--- src/logic/brk_pkg.sv ---
/*
 Shared types and constants of the hardware break comparator and branch trace.
 Assumes a 24-bit core address bus and a 16-bit core data bus.
*/
package brk_pkg;
   localparam int NUM_CH = 8;
   localparam int NUM_DATA_CH = 2;
   localparam int ADDR_W = 24;
   localparam int DATA_W = 16;
   localparam int TRACE_DEPTH = 16;
   localparam int TRACE_AW = 4;
   localparam logic [ADDR_W-1:0] ADDR_RESET = 24'h00_0000;
   localparam logic [DATA_W-1:0] DATA_RESET = 16'h0000;
   localparam logic [TRACE_AW-1:0] PTR_RESET = 4'h0;
   localparam int HI_LSB = 8;
   localparam int HI_MSB = 15;
   localparam int LO_MSB = 7;

   typedef enum logic [1:0] {SIZE_WORD, SIZE_HIGH, SIZE_LOW} size_sel_t;
   typedef enum logic [1:0] {DIR_ANY, DIR_READ, DIR_WRITE} dir_sel_t;

   // One channel's settings as loaded by the debug host
   typedef struct packed {
      logic armed;
      logic data_en;
      size_sel_t size;
      dir_sel_t dir;
      logic [ADDR_W-1:0] addr;
      logic [DATA_W-1:0] data;
   } chan_cfg_t;

   // One core bus cycle
   typedef struct packed {
      logic valid;
      logic write;
      logic [ADDR_W-1:0] addr;
      logic [DATA_W-1:0] data;
   } bus_cyc_t;

   // Branch report from the core
   typedef struct packed {
      logic valid;
      logic [ADDR_W-1:0] src;
   } branch_t;
endpackage

--- src/logic/hw_break_comparator.sv ---
/*
 Hardware break comparator: eight channels that watch the core bus and raise a
 registered break request with per-channel hits, plus a ring that records the
 source addresses of taken branches for the debug host to read back.
 Assumes the core presents at most one bus cycle per clock, marked by its valid
 flag, and that the debug host's side loads channel settings synchronously to
 mclk, one channel per write. Stepping, breakpoint resume and instruction start
 come from the core's execution control, also synchronous to mclk.
*/
// Notes on behaviour
// [RULE_01] Eight independent break channels request breaks.
// [RULE_02] Address equality satisfies address condition.
// [RULE_03] Data match by high, low byte or word.
// [RULE_04] Direction qualifier: read only or write only.
// [RULE_05] Only channels one and two compare data.
// [RULE_06] No breaks at all while single-stepping.
// [RULE_07] First instruction after breakpoint resume cannot break.
// [RULE_08] Host keeps test clock below system clock.
// [RULE_09] Branch sources recorded live, processor keeps running.
// [RULE_10] All enabled conditions must match together.
`timescale 1ns/10ps
`default_nettype none
module hw_break_comparator
   import brk_pkg::*;
(
   // Clock and reset
   input wire logic mclk,
   input wire logic reset,
   // Channel configuration from the debug host
   input wire logic cfg_we,
   input wire logic [2:0] cfg_sel,
   input wire brk_pkg::chan_cfg_t cfg_wdata,
   // Core bus and execution state
   input wire brk_pkg::bus_cyc_t bus,
   input wire logic stepping,
   input wire logic resume_from_bp,
   input wire logic insn_start,
   input wire brk_pkg::branch_t branch,
   // Break request
   output logic break_req,
   output logic [NUM_CH-1:0] break_hit,
   // Trace readback
   input wire logic [TRACE_AW-1:0] trace_rd_idx,
   output logic [ADDR_W-1:0] trace_rd_data,
   output logic [TRACE_AW-1:0] trace_wr_ptr,
   output logic trace_wrapped
);
   import brk_pkg::*;

   // Width of the channel index and the last slot of the trace ring
   localparam int SEL_W = $clog2(NUM_CH);
   localparam logic [TRACE_AW-1:0] PTR_LAST = TRACE_AW'(TRACE_DEPTH - 1);
   // Settings of a channel after reset: disarmed, data and direction conditions open, address zero
   localparam chan_cfg_t CFG_CLEAR = '{
      armed: 1'b0,
      data_en: 1'b0,
      size: SIZE_WORD,
      dir: DIR_ANY,
      addr: ADDR_RESET,
      data: DATA_RESET
   };

   chan_cfg_t cfg_q [NUM_CH];
   wire [NUM_CH-1:0] match;
   logic quiet;
   logic skip_q;
   logic [ADDR_W-1:0] trace_mem [TRACE_DEPTH];

   // One copy of the comparator per channel
   for (genvar g = 0; g < NUM_CH; g++)
   begin : g_chan
      logic a_ok;
      logic d_ok;
      logic r_ok;

      // Settings of this channel; the host loads one channel per write
      always_ff @(posedge mclk)
      begin
         if (reset)
         begin
            cfg_q[g] <= CFG_CLEAR;
         end
         else if (cfg_we && (cfg_sel == SEL_W'(g)))
         begin
            cfg_q[g] <= cfg_wdata;
            // A channel without a data comparator never keeps the enable
            if (g >= NUM_DATA_CH)
            begin
               cfg_q[g].data_en <= 1'b0; // see [RULE_05]
            end
         end
      end

      // Address condition
      always_comb
      begin
         a_ok = (bus.addr == cfg_q[g].addr); // see [RULE_02]
      end

      // Data condition; left open when the compare is off
      always_comb
      begin
         d_ok = 1'b1;
         if (cfg_q[g].data_en && (g < NUM_DATA_CH)) // see [RULE_05]
         begin
            case (cfg_q[g].size) // see [RULE_03]
               SIZE_HIGH: d_ok = bus.data[HI_MSB:HI_LSB] == cfg_q[g].data[HI_MSB:HI_LSB];
               SIZE_LOW: d_ok = bus.data[LO_MSB:0] == cfg_q[g].data[LO_MSB:0];
               default: d_ok = bus.data == cfg_q[g].data;
            endcase
         end
      end

      // Direction condition; bus write is high on a write cycle
      always_comb
      begin
         r_ok = 1'b1;
         case (cfg_q[g].dir) // see [RULE_04]
            DIR_READ: r_ok = !bus.write;
            DIR_WRITE: r_ok = bus.write;
            default: r_ok = 1'b1;
         endcase
      end

      // Open conditions count as met, so all three gate one hit
      assign match[g] = cfg_q[g].armed && bus.valid && a_ok && d_ok && r_ok; // see [RULE_10]
   end : g_chan

   // Suppression window: opened by a breakpoint resume, closed when the next
   // instruction starts; a resume in the same cycle as a start keeps it open
   always_ff @(posedge mclk)
   begin
      if (reset)
      begin
         skip_q <= 1'b0;
      end
      else if (resume_from_bp)
      begin
         skip_q <= 1'b1; // see [RULE_07]
      end
      else if (insn_start)
      begin
         skip_q <= 1'b0;
      end
   end

   // Reasons to hold every channel off this cycle
   always_comb
   begin
      quiet = 1'b0;
      if (stepping) // see [RULE_06]
         quiet = 1'b1;
      // The resume cycle itself is covered before skip_q has risen
      if (skip_q || resume_from_bp) // see [RULE_07]
         quiet = 1'b1;
   end

   // Per-channel hits, one cycle after the matching bus cycle
   always_ff @(posedge mclk)
   begin
      if (reset)
      begin
         break_hit <= '0;
      end
      else if (quiet)
      begin
         break_hit <= '0;
      end
      else
      begin
         break_hit <= match; // see [RULE_01]
      end
   end

   // Combined request, registered beside the hits so both line up
   always_ff @(posedge mclk)
   begin
      if (reset)
      begin
         break_req <= 1'b0;
      end
      else if (quiet)
      begin
         break_req <= 1'b0;
      end
      else
      begin
         break_req <= |match; // see [RULE_01]
      end
   end

   // Branch trace write pointer; the ring is written on the fly so the
   // core never waits for it
   always_ff @(posedge mclk)
   begin
      if (reset)
      begin
         trace_wr_ptr <= PTR_RESET;
      end
      else if (branch.valid)
      begin
         trace_wr_ptr <= trace_wr_ptr + 1'b1; // see [RULE_09]
      end
   end

   // Sticky once the ring has gone round; from then on the oldest entry is lost
   always_ff @(posedge mclk)
   begin
      if (reset)
      begin
         trace_wrapped <= 1'b0;
      end
      else if (branch.valid && (trace_wr_ptr == PTR_LAST))
      begin
         trace_wrapped <= 1'b1; // see [RULE_09]
      end
   end

   // Ring storage; no reset, so slots never written read as unknown
   always_ff @(posedge mclk)
   begin
      if (branch.valid)
         trace_mem[trace_wr_ptr] <= branch.src; // see [RULE_09]
   end

   // Registered readback, one cycle behind the index
   always_ff @(posedge mclk)
   begin
      if (reset)
         trace_rd_data <= ADDR_RESET;
      else
         trace_rd_data <= trace_mem[trace_rd_idx];
   end
endmodule // hw_break_comparator
`default_nettype wire

--- config.mk ---
export PLATFORM = sky130hd
export DESIGN_NAME = hw_break_comparator
export DESIGN_NICKNAME = d
export VERILOG_FILES = /design/src/logic/brk_pkg.sv /design/src/logic/hw_break_comparator.sv
export SDC_FILE = /design/constraint.sdc
export NUM_CORES = 1
export LEC_CHECK = 0
export BUFFER_PORTS_ARGS = -buffer_cell sky130_fd_sc_hd__buf_4
export CORE_MARGIN = 2
export CORE_UTILIZATION = 40
export DETAILED_ROUTE_END_ITERATION = 10
export MAX_ROUTING_LAYER = met4
export PLACE_DENSITY_LB_ADDON = 0.15
export SYNTH_ARGS = -nofsm -noshare
export SYNTH_HDL_FRONTEND = slang
export SYNTH_SLANG_ARGS = --single-unit
--- constraint.sdc ---
create_clock -name mclk -period 4.04 [get_ports mclk]
set_input_delay 0.404 -clock mclk [delete_from_list [all_inputs] [get_ports mclk]]
set_output_delay 0.404 -clock mclk [all_outputs]
set_load 0.02 [all_outputs]
==> flow_summary.ini, run 1 <==
[routing]
vias = 14364
drc_errors = 0
wl_per_cell_um = 25.4
firstDrtPassIters = 5
drtAntennaViolNets = 0
routed_wl_mm = 71.2
drtIter0Drc = 1261
vias_per_cell = 5.14

[synthesis]
yosysSeqAreaShare_pct = 70.5
ys_warn_count = 0
synth_area_leader_cell = edfxtp_1
synth_seq_cells = 677
syn_inst = 1600
synth_area_leaders = edfxtp_1 (68%), mux4_2 (9.6%), and2_1 (6.0%), xnor2_1 (4.0%), xor2_1 (3.0%)
synth_top_family_by_area = multiplexers
synth_cell_types = 41
synth-compound-area-share_pct = 0.637
synth_largest_type_area_fraction_pct = 67.7
synth.mux.area_fraction_pct = 9.83
synthSimpleGateAreaFrac_pct = 9.08
syn-num-nets = 1750
synth_area_per_cell_um2 = 17.7
synth_fa_ha_area_share_pct = 1.06
synth-xor-area-share_pct = 7.03
synth_area_mm2 = 0.0283

[cells_and_area]
syn2layout_area_growth_pct = 16.7
nets = 1937
final_area_mm2 = 0.0330
n_fill_cell = 5957
drive_gt1_share_pct = 24.2

[setup_path]
crit_type = in -> reg
max_stage_delay_ns = 0.81
crit_required_ns = 4.61
cp_top_family = simple AND/OR/NAND/NOR gates
start_kind = primary input
critPathMaxFanout = 8
cp.arrival_ns = 3.19
crit_chain = dlygate4sd3_1, buf_4, or4_1, clkinv_1, nand2_1, nor4_1, nand4_1, a21oi_1, or3_1
end_kind = flip-flop
crit_buf_inv = 3
cp_slowest_cell = or4_1

[timing]
tns_ns = 0
hold_viol = 0
setup_viol = 0
period_minus_slack_ns = 2.62
worst_slew_pin_slew_ns = 1.02
finalCritPeriodShare_pct = 65.0
slew_headroom_pct = 32.0
finalClockSkew_ns = 0.0260
max_freq_mhz = 381
rsz0062_at_grt = false
final_max_slew_viol_count = 0

[place]
place_congestion = 0.836
hpwl_mm = 42.2
place_area_mm2 = 0.0305
numPortBuffers = 163

[power]
power_density_mw_per_mm2 = 479
switchingPower_uw = 3540
power_uw = 15800
switching_share_pct = 22.4
p_leak_uw = 0.0112
clockPowerShare_pct = 42.3
ir_worst_vdd_mv = 0.442
seqPwrFrac_pct = 50.7
p_int_uw = 12300
pwr-share-comb_pct = 7.0

[floorplan]
row_count = 97
die_w_um = 270
io_pins = 164
die_area_mm2 = 0.0729
start_util_pct = 40.4
die_h_um = 270
coreArea_mm2 = 0.0700

[global_route]
grt_usage_pct = 20.3
antenna_found_initial = 7
grt_pass1_vias = 14946
grt_max_degree = 42
grt_first_pass_wirelength_mm = 103
grt_overflow = 0

[status]
status = finished, final reports clean

[cts]
cts_setup_buffers = 0
clk_path_buf_depth = 3
ctsResizeCount = 0
cts_inserted_buffers = 74
cts.clk_slew.worst_paths_ns = 0.07
clock_latency_ns = 0.63
hold_buffers = 1
cts_htree_levels = 3
cts_tree = built
root_buffer = clkbuf_16
cts.sinks = 677

[worst_hold_path]
hp-class = in -> reg

[run]
drv_cap = 0
==> final timing paths <==
| path | cells past startpoint | end | from | slack, ns |
|---|---|---|---|---|
| worst max-delay path | 9 | break_req$_SDFF_PP0_ | resume_from_bp | 1.42 |
| worst min-delay path | 1 | trace_mem[2][8]$_DFFE_PP_ | branch[8] | 0.07 |
| worst max register to register | 7 | break_req$_SDFF_PP0_ | cfg_q[0][177]$_SDFFCE_PN0P_ | 1.46 |
| worst min register to register | 2 | skip_q$_SDFFE_PP0P_ | skip_q$_SDFFE_PP0P_ | 0.48 |
==> area by class of cell <==
cell class              instances  area (um2)  share of cell area (%)
repair buffers                190        1460                    4.42
flip-flops and latches        677       19900                    60.4
multi-input cells             820        7890                    23.9
diodes                         10        25.0                  0.0758
clock buffers                 101        2070                    6.29
well taps                     940        1180                    3.56
inverters                      24        90.1                   0.273
clock inverters                35         358                    1.08
==> worst register-to-register path, cell delays in order (launching register included) <==
cell	delay, ns
edfxtp_1	0.38
xor2_1	0.15
nor4_1	0.70
nand4_1	0.22
or4_1	0.60
and4_1	0.20
a31oi_1	0.16
or3_1	0.13
==> cells by family after synthesis <==
logic type,after synthesis
AOI/OAI and AO/OA,24
DFF,677
muxes,127
buffers and inverters,103
and+or+nand+nor,418
xor gates and xnor gates,227
adders and majority gates,24
==> registers in the layout (all words and copies together) (netlist names) <==
signal and flops:
trace_wr_ptr 4, trace_wrapped 1, break_req 1, cfg_q 254, break_hit 8, trace_mem 384
skip_q 1, trace_rd_data 24
==> metal layers <==
layer	part of all wire (%)	wire length [um]	up-vias	GRT usage, %
met5	0	0	-	-
met4	2.0	1450	0	5.09
met3	6.2	4380	86	4.47
met2	51	36000	399	33.5
met1	41	29300	7481	25.4
li1	-	-	6398	-
==> cells in the final DEF, fill, tap and decap left out, types with 3 or more instances in the layout <==
cell | Yosys | routed
clkinvlp_4 | 0 | 3
o2111ai_1 | 6 | 6
clkbuf_1 | 40 | 16
clkbuf_16 | 0 | 75
and2_1 | 270 | 256
mux4_2 | 120 | 120
a21oi_1 | 3 | 3
nand2b_1 | 4 | 4
diode_2 | 0 | 10
ha_1 | 24 | 24
xnor2_1 | 129 | 129
mux2_1 | 6 | 6
nor4_1 | 24 | 24
nor2b_1 | 27 | 27
o21bai_2 | 0 | 5
nand2_1 | 6 | 6
clkinv_1 | 1 | 14
inv_1 | 23 | 23
buf_4 | 6 | 186
clkinv_2 | 0 | 9
nand3_1 | 7 | 7
edfxtp_1 | 638 | 638
dfxtp_1 | 39 | 39
nor2_1 | 26 | 24
nand4_1 | 35 | 35
xor2_1 | 98 | 98
clkbuf_8 | 0 | 10
or4_1 | 5 | 5
bufinv_16 | 0 | 4
nor4_2 | 4 | 4
and2_2 | 0 | 14
==> cells in the mapped netlist (all sizes together) <==
cell,n
clkinv,1
a31o,1
or4,5
and4,1
xor2,98
mux2,6
mux2i,1
ha,24
nand4,35
inv,23
o2111ai,6
and2,270
edfxtp,638
buf,39
a22oi,2
nor2,26
a31oi,1
or3,1
nand2,6
xnor2,129
nor3b,1
a21oi,3
o21a,2
a21o,1
mux4,120
dfxtp,39
nor3,4
clkbuf,40
nand2b,4
a211oi,2
nor2b,27
and3,1
nor4,28
nand3,8
or2,1
o21bai,6
==> per-stage QoR <==
stage / std cells / hold WS, ns / setup slack [ns] / util (%)
2_1_floorplan: 1600 / 0.407 / 0.829 / -
3_3_place_gp: 2650 / 0.459 / 1.08 / 43.6
3_5_place_dp: 2650 / 0.472 / 1.08 / 43.6
4_1_cts: 2787 / 0.0323 / 1.43 / 47.1
5_1_grt: 2794 / 0.0551 / 1.34 / 47.1
6_report: 2797 / 0.0685 / 1.42 / 47.1
==> power groups by stage <==
stage,Clock [uW],Sequential (uW),Combinational (uW)
6_report,6690,8020,1110
5_1_grt,7090,8040,1190
4_1_cts,6820,8020,1130
3_5_place_dp,0,8170,1120
3_3_place_gp,0,8160,1120
2_1_floorplan,0,8180,612
No activity file was read; power rests on OpenSTA's default activity.
==> run 2: changes to the inputs <==
--- a/config.mk
+++ b/config.mk
@@ -5,6 +5,7 @@
 export SDC_FILE = /design/constraint.sdc
 export NUM_CORES = 1
 export LEC_CHECK = 0
+export ABC_AREA = 1
 export BUFFER_PORTS_ARGS = -buffer_cell sky130_fd_sc_hd__buf_4
 export CORE_MARGIN = 2
 export CORE_UTILIZATION = 40
==> constraint.sdc (replaced) <==
create_clock -name mclk -period 2.7 [get_ports mclk]
set_input_delay 0.27 -clock mclk [delete_from_list [all_inputs] [get_ports mclk]]
set_output_delay 0.27 -clock mclk [all_outputs]
set_load 0.02 [all_outputs]
==> flow_summary.ini, run 2 <==
[status]
status = finished, final reports clean

[setup_path]
reg2reg_to = trace_mem[12][11]$_DFFE_PP_
end_kind = flip-flop
critPathMaxFanout = 14
start_kind = flip-flop
reg2reg_depth = 5
cp.arrival_ns = 2.32
rrSetupSlack_ns = 0.69
crit_required_ns = 3.01
worstReg2RegStart = trace_wr_ptr[1]$_SDFFE_PP0P_
crit_type = reg -> reg

[place]
numPortBuffers = 163
place_congestion = 0.916
hpwl_mm = 54.7

[timing]
finalClockSkew_ns = 0.0214
worst_slew_pin_slew_ns = 0.780
final_max_slew_viol_count = 0
tns_ns = 0
hold_viol = 0
rsz0062_at_grt = false
setup_viol = 0
finalCritPeriodShare_pct = 74.3
slew_headroom_pct = 48.0
period_minus_slack_ns = 2.01
max_freq_mhz = 498

[power]
power_density_mw_per_mm2 = 692
p_leak_uw = 0.0128
power_uw = 23800
ir_worst_vdd_mv = 0.461

[global_route]
grt_usage_pct = 23.9
grt_first_pass_wirelength_mm = 128
grt_max_degree = 97
antenna_found_initial = 1
grt_overflow = 0
grt_pass1_vias = 19843

[worst_hold_path]
min-delay-start = cfg_wdata[45]
holdPathStages = 3
whs_endpoint = cfg_q[1][137]$_SDFFCE_PN0P_
hp-class = in -> reg

[cts]
root_buffer = clkbuf_16
clk_path_buf_depth = 3
cts_tree = built
clock_latency_ns = 0.62
cts.sinks = 677
ctsResizeCount = 0
cts_inserted_buffers = 75
cts.clk_slew.worst_paths_ns = 0.06
cts_htree_levels = 3

[floorplan]
row_count = 98
die_h_um = 274
coreArea_mm2 = 0.0717
io_pins = 164
start_util_pct = 40.5
die_w_um = 274
die_area_mm2 = 0.0748

[cells_and_area]
n_fill_cell = 6565
top_register = trace_mem
drive_gt1_share_pct = 12.8
syn2layout_area_growth_pct = 18.3
top_regs = trace_mem: 384 flops, cfg_q: 254 flops, trace_rd_data: 24 flops
final-seq-area_mm2 = 0.0199
multi_input_area_mm2 = 0.00776
final_common_cell = edfxtp_1
nets = 2942
largest_register_ffs = 384
final_cell_mix = edfxtp_1 (638), nor2_1 (575), nand2_1 (364)

[synthesis]
synth_seq_cells = 677
synth_area_leader_cell = edfxtp_1
synth_area_mm2 = 0.0291
synth_fa_ha_area_share_pct = 1.03
synth-xor-area-share_pct = 2.86
synthSimpleGateAreaFrac_pct = 14.0
yosysSeqAreaShare_pct = 68.6
synth-compound-area-share_pct = 8.39
synth_edf_count = 638
ys.flop_type = edfxtp_1
synth_most_common_cell = edfxtp_1
synth_top_family_by_area = simple AND/OR/NAND/NOR gates
synth_area_leaders = edfxtp_1 (66%), nor2_1 (7.6%), nand2_1 (4.7%), o21ai_0 (3.2%), dfxtp_1 (2.7%)
async_flop_share_pct = 0
synth_largest_type_area_fraction_pct = 65.9
ys_warn_count = 0
synth_cell_types = 35
syn_inst = 2575
synth_area_per_cell_um2 = 11.3
syn-num-nets = 2725
synth_common_cells = edfxtp_1 (638), nor2_1 (591), nand2_1 (366)
synth.mux.area_fraction_pct = 0

[routing]
drtIter0Drc = 1703
vias = 19963
routed_wl_mm = 86.5
firstDrtPassIters = 5
drtAntennaViolNets = 0
wl_per_cell_um = 22.8
drc_errors = 0
vias_per_cell = 5.25

[run]
drv_cap = 0
## run 2: cell types whose count changed in the layout (fill, tap and decap cells not counted), moves of 34 or more
cell and delta:
and2_1 -256, xor2_1 -74, a21oi_1 +34, nand3_1 +42, o21ai_0 +184, dlygate4sd3_1 +45, o21ai_1 +62, nand2_1 +358
xnor2_1 -58, inv_1 +163, mux4_2 -120, nor2_1 +551, o221ai_1 +71
## run 2: how the worst max path moves through the flow
stage | from | to | slack [ns] | cells after the start
finish | trace_wr_ptr[1]$_SDFFE_PP0P_ | trace_mem[12][11]$_DFFE_PP_ | 0.69 | 5
global route | trace_wr_ptr[0]$_SDFFE_PP0P_ | trace_mem[11][14]$_DFFE_PP_ | 0.55 | 4
floorplan | trace_wr_ptr[0]$_SDFFE_PP0P_ | trace_mem[15][0]$_DFFE_PP_ | 0.41 | 3
CTS | trace_wr_ptr[1]$_SDFFE_PP0P_ | trace_mem[12][17]$_DFFE_PP_ | 0.65 | 5
detailed placement | reset | break_req$_SDFF_PP0_ | 0.51 | 12
global placement | reset | break_req$_SDFF_PP0_ | 0.52 | 12
## run 2: through the flow
| step | cells | setup slack, ns | cell area [um2] | hold slack, ns | util (%) |
|---|---|---|---|---|---|
| CTS | 3800 | 0.649 | 34400 | 0.0765 | 47.9 |
| detailed placement | 3619 | 0.515 | 31600 | 0.497 | 44.0 |
| floorplan | 2575 | 0.406 | 29100 | 0.369 | - |
| finish | 3801 | 0.693 | 34400 | 0.0987 | 48.0 |
| global route | 3801 | 0.546 | 34400 | 0.101 | 48.0 |
| global placement | 3619 | 0.522 | 31600 | 0.483 | 44.0 |
## run 2: logic make-up after synthesis
group / after synthesis
simple gates: 1039
flops: 677
compound gates: 413
buf+inv: 327
xor+xnor: 95
fa+ha+maj: 24
## run 2: worst max-delay path, stage by stage, from the launching register on
cell and delay (ns):
dfxtp_1 0.34, inv_1 0.14, ha_1 0.16, nand2_1 0.24, nor2_4 0.56, buf_12 0.26
## run 2: layer usage
metal | routed length [um] | GRT usage (%) | up-vias
li1 | - | - | 9299
met1 | 34700 | 28.9 | 9894
met2 | 44500 | 41.2 | 597
met3 | 4510 | 3.40 | 173
met4 | 2850 | 7.72 | 0
met5 | 0 | - | -
## run 2: power by group
part	total, uW	switching (uW)	internal [uW]
logic	1990	1330	663
clock network	9820	4130	5690
registers	12000	160	11800
## run 2: cell type report
class	count	area share, %
flip-flops and latches	677	58.0
clock inverters	28	0.735
clock buffers	107	6.07
inverters	201	2.21
diodes	1	0.00728
well taps	950	3.46
multi-input cells	1571	22.6
repair buffers	266	6.98
## run 2: timing repair
item	4_1_cts	5_1_grt
hold buffers	46	0
hold endpoints to repair	425	0
buffers inserted	0	0
==> run 3: changes to the inputs <==
==> constraint.sdc (replaced) <==
create_clock -name mclk -period 1.78 [get_ports mclk]
set_input_delay 0.178 -clock mclk [delete_from_list [all_inputs] [get_ports mclk]]
set_output_delay 0.178 -clock mclk [all_outputs]
set_load 0.02 [all_outputs]
==> flow_summary.ini, run 3 (same netlist as run 2, synthesis figures left out) <==
[floorplan]
io_pins = 164
die_h_um = 274
die_w_um = 274
die_area_mm2 = 0.0748
start_util_pct = 40.5
row_count = 98
coreArea_mm2 = 0.0717

[cells_and_area]
largest_register_ffs = 384
n_fill_cell = 6427
top_regs = trace_mem: 384 flops, cfg_q: 254 flops, trace_rd_data: 24 flops
syn2layout_area_growth_pct = 22.4
final_cell_mix = edfxtp_1 (638), nor2_1 (572), nand2_1 (356)
final-instance-count-excl-fill = 3878
top_register = trace_mem
nets = 3014
drive_gt1_share_pct = 15.5
final_area_mm2 = 0.0356
multi_input_area_mm2 = 0.00783
antenna_cells = 0
final-seq-area_mm2 = 0.0199
final_core_util_pct = 49.6
final_common_cell = edfxtp_1

[setup_path]
end_kind = flip-flop
reg2reg_depth = 11
start_kind = flip-flop
cp.arrival_ns = 2.31
crit_type = reg -> reg
critPathMaxFanout = 2
crit_required_ns = 2.32

[timing]
hold_viol = 0
setup_slack_ns = 0.0135
finalCritPeriodShare_pct = 99.2
worst_slew_pin_slew_ns = 0.723
finalClockSkew_ns = 0.0339
max_freq_mhz = 566
rsz0062_at_grt = true
period_minus_slack_ns = 1.77
setup_viol = 0
final_max_slew_viol_count = 0
slew_headroom_pct = 51.8

[status]
status = finished, final reports clean

[worst_hold_path]
hp-class = in -> reg
holdPathStages = 3

[global_route]
grt_max_degree = 53
grt_overflow = 0
antenna_found_initial = 0
grt_first_pass_wirelength_mm = 131
grt_pass1_vias = 20352
grt_usage_pct = 24.4

[cts]
cts.sinks = 677
clk_path_buf_depth = 3
cts_htree_levels = 3
clock_latency_ns = 0.65
cts_tree = built
root_buffer = clkbuf_16
cts_inserted_buffers = 76
cts.clk_slew.worst_paths_ns = 0.07

[place]
numPortBuffers = 163
place_area_mm2 = 0.0324
dp_cells = 3677
hpwl_mm = 57.6
place_congestion = 0.989
place_ws_ns = -0.451

[routing]
wl_per_cell_um = 22.8
routed_wl_mm = 88.5
drc_errors = 0
firstDrtPassIters = 5
vias_per_cell = 5.24
drtIter0Drc = 1973
vias = 20330
drtAntennaViolNets = 0

[power]
power_uw = 37400
power_density_mw_per_mm2 = 1050
ir_worst_vdd_mv = 0.749
p_int_uw = 28500
p_leak_uw = 0.0134
clockPowerShare_pct = 42.6
pwr-share-comb_pct = 8.7
switching_share_pct = 24.0
switchingPower_uw = 8990
seqPwrFrac_pct = 48.7

[run]
drv_cap = 0
==> run 3: stage by stage <==
stage | hold WS, ns | setup TNS [ns]
2_1_floorplan | 0.277 | -51.64
3_3_place_gp | 0.396 | -0.649
3_5_place_dp | 0.396 | -0.708
4_1_cts | 0.00348 | -0.126
5_1_grt | 0.0221 | -0.108
6_report | 0.0221 | 0
==> run 3: worst max-delay path, stage by stage, from the launching register on <==
cell and delay (ns):
edfxtp_1 0.40, ha_1 0.22, nand2_1 0.06, nand2_1 0.05, o21ai_1 0.39, nor2_1 0.10, nand2_1 0.09, nor2_1 0.05
nor2_1 0.09, nand3_1 0.09, nand2_1 0.08, nand2_2 0.05
==> run 3: worst paths after layout <==
path | from | to | slack (ns)
setup / recovery | cfg_q[0][178]$_SDFFCE_PN0P_ | break_req$_SDFF_PP0_ | 0.01
hold / removal | cfg_wdata[30] | cfg_q[1][168]$_SDFFCE_PN0P_ | 0.02
setup reg to reg | cfg_q[0][178]$_SDFFCE_PN0P_ | break_req$_SDFF_PP0_ | 0.01
hold reg to reg | trace_wrapped$_SDFFE_PP0P_ | trace_wrapped$_SDFFE_PP0P_ | 0.49
==> run 3: power by group through the flow <==
stage	Sequential [uW]	Clock (uW)	Combinational, uW
after floorplan	18500	0	1600
after global placement	18500	0	3130
after detailed placement	18600	0	3160
after CTS	18200	16200	3280
after global routing	18300	16800	3550
final	18200	16000	3270
==> run 3: routing by layer <==
metal,part of all wire (%),GRT usage [%]
met2,51,41.4
met3,4.8,2.84
met4,3.6,9.03
met5,0,-
met1,41,30.1
==> run 3: layout make-up <==
| class | count | area share [%] |
|---|---|---|
| Sequential cell | 677 | 56.0 |
| Multi-Input combinational cell | 1571 | 22.0 |
| Timing Repair Buffer | 337 | 9.31 |
| Tap cell | 950 | 3.34 |
| Inverter | 201 | 2.13 |
| Clock inverter | 41 | 1.20 |
| Clock buffer | 101 | 5.95 |
==> run 3: what timing repair did <==
item                                    CTS  global route
hold buffers                             57             0
endpoints found under the setup margin    3             2
gates resized for setup                  10             8
hold endpoints to repair                494             0
pin swaps                                 8             8
setup buffers                             1             1
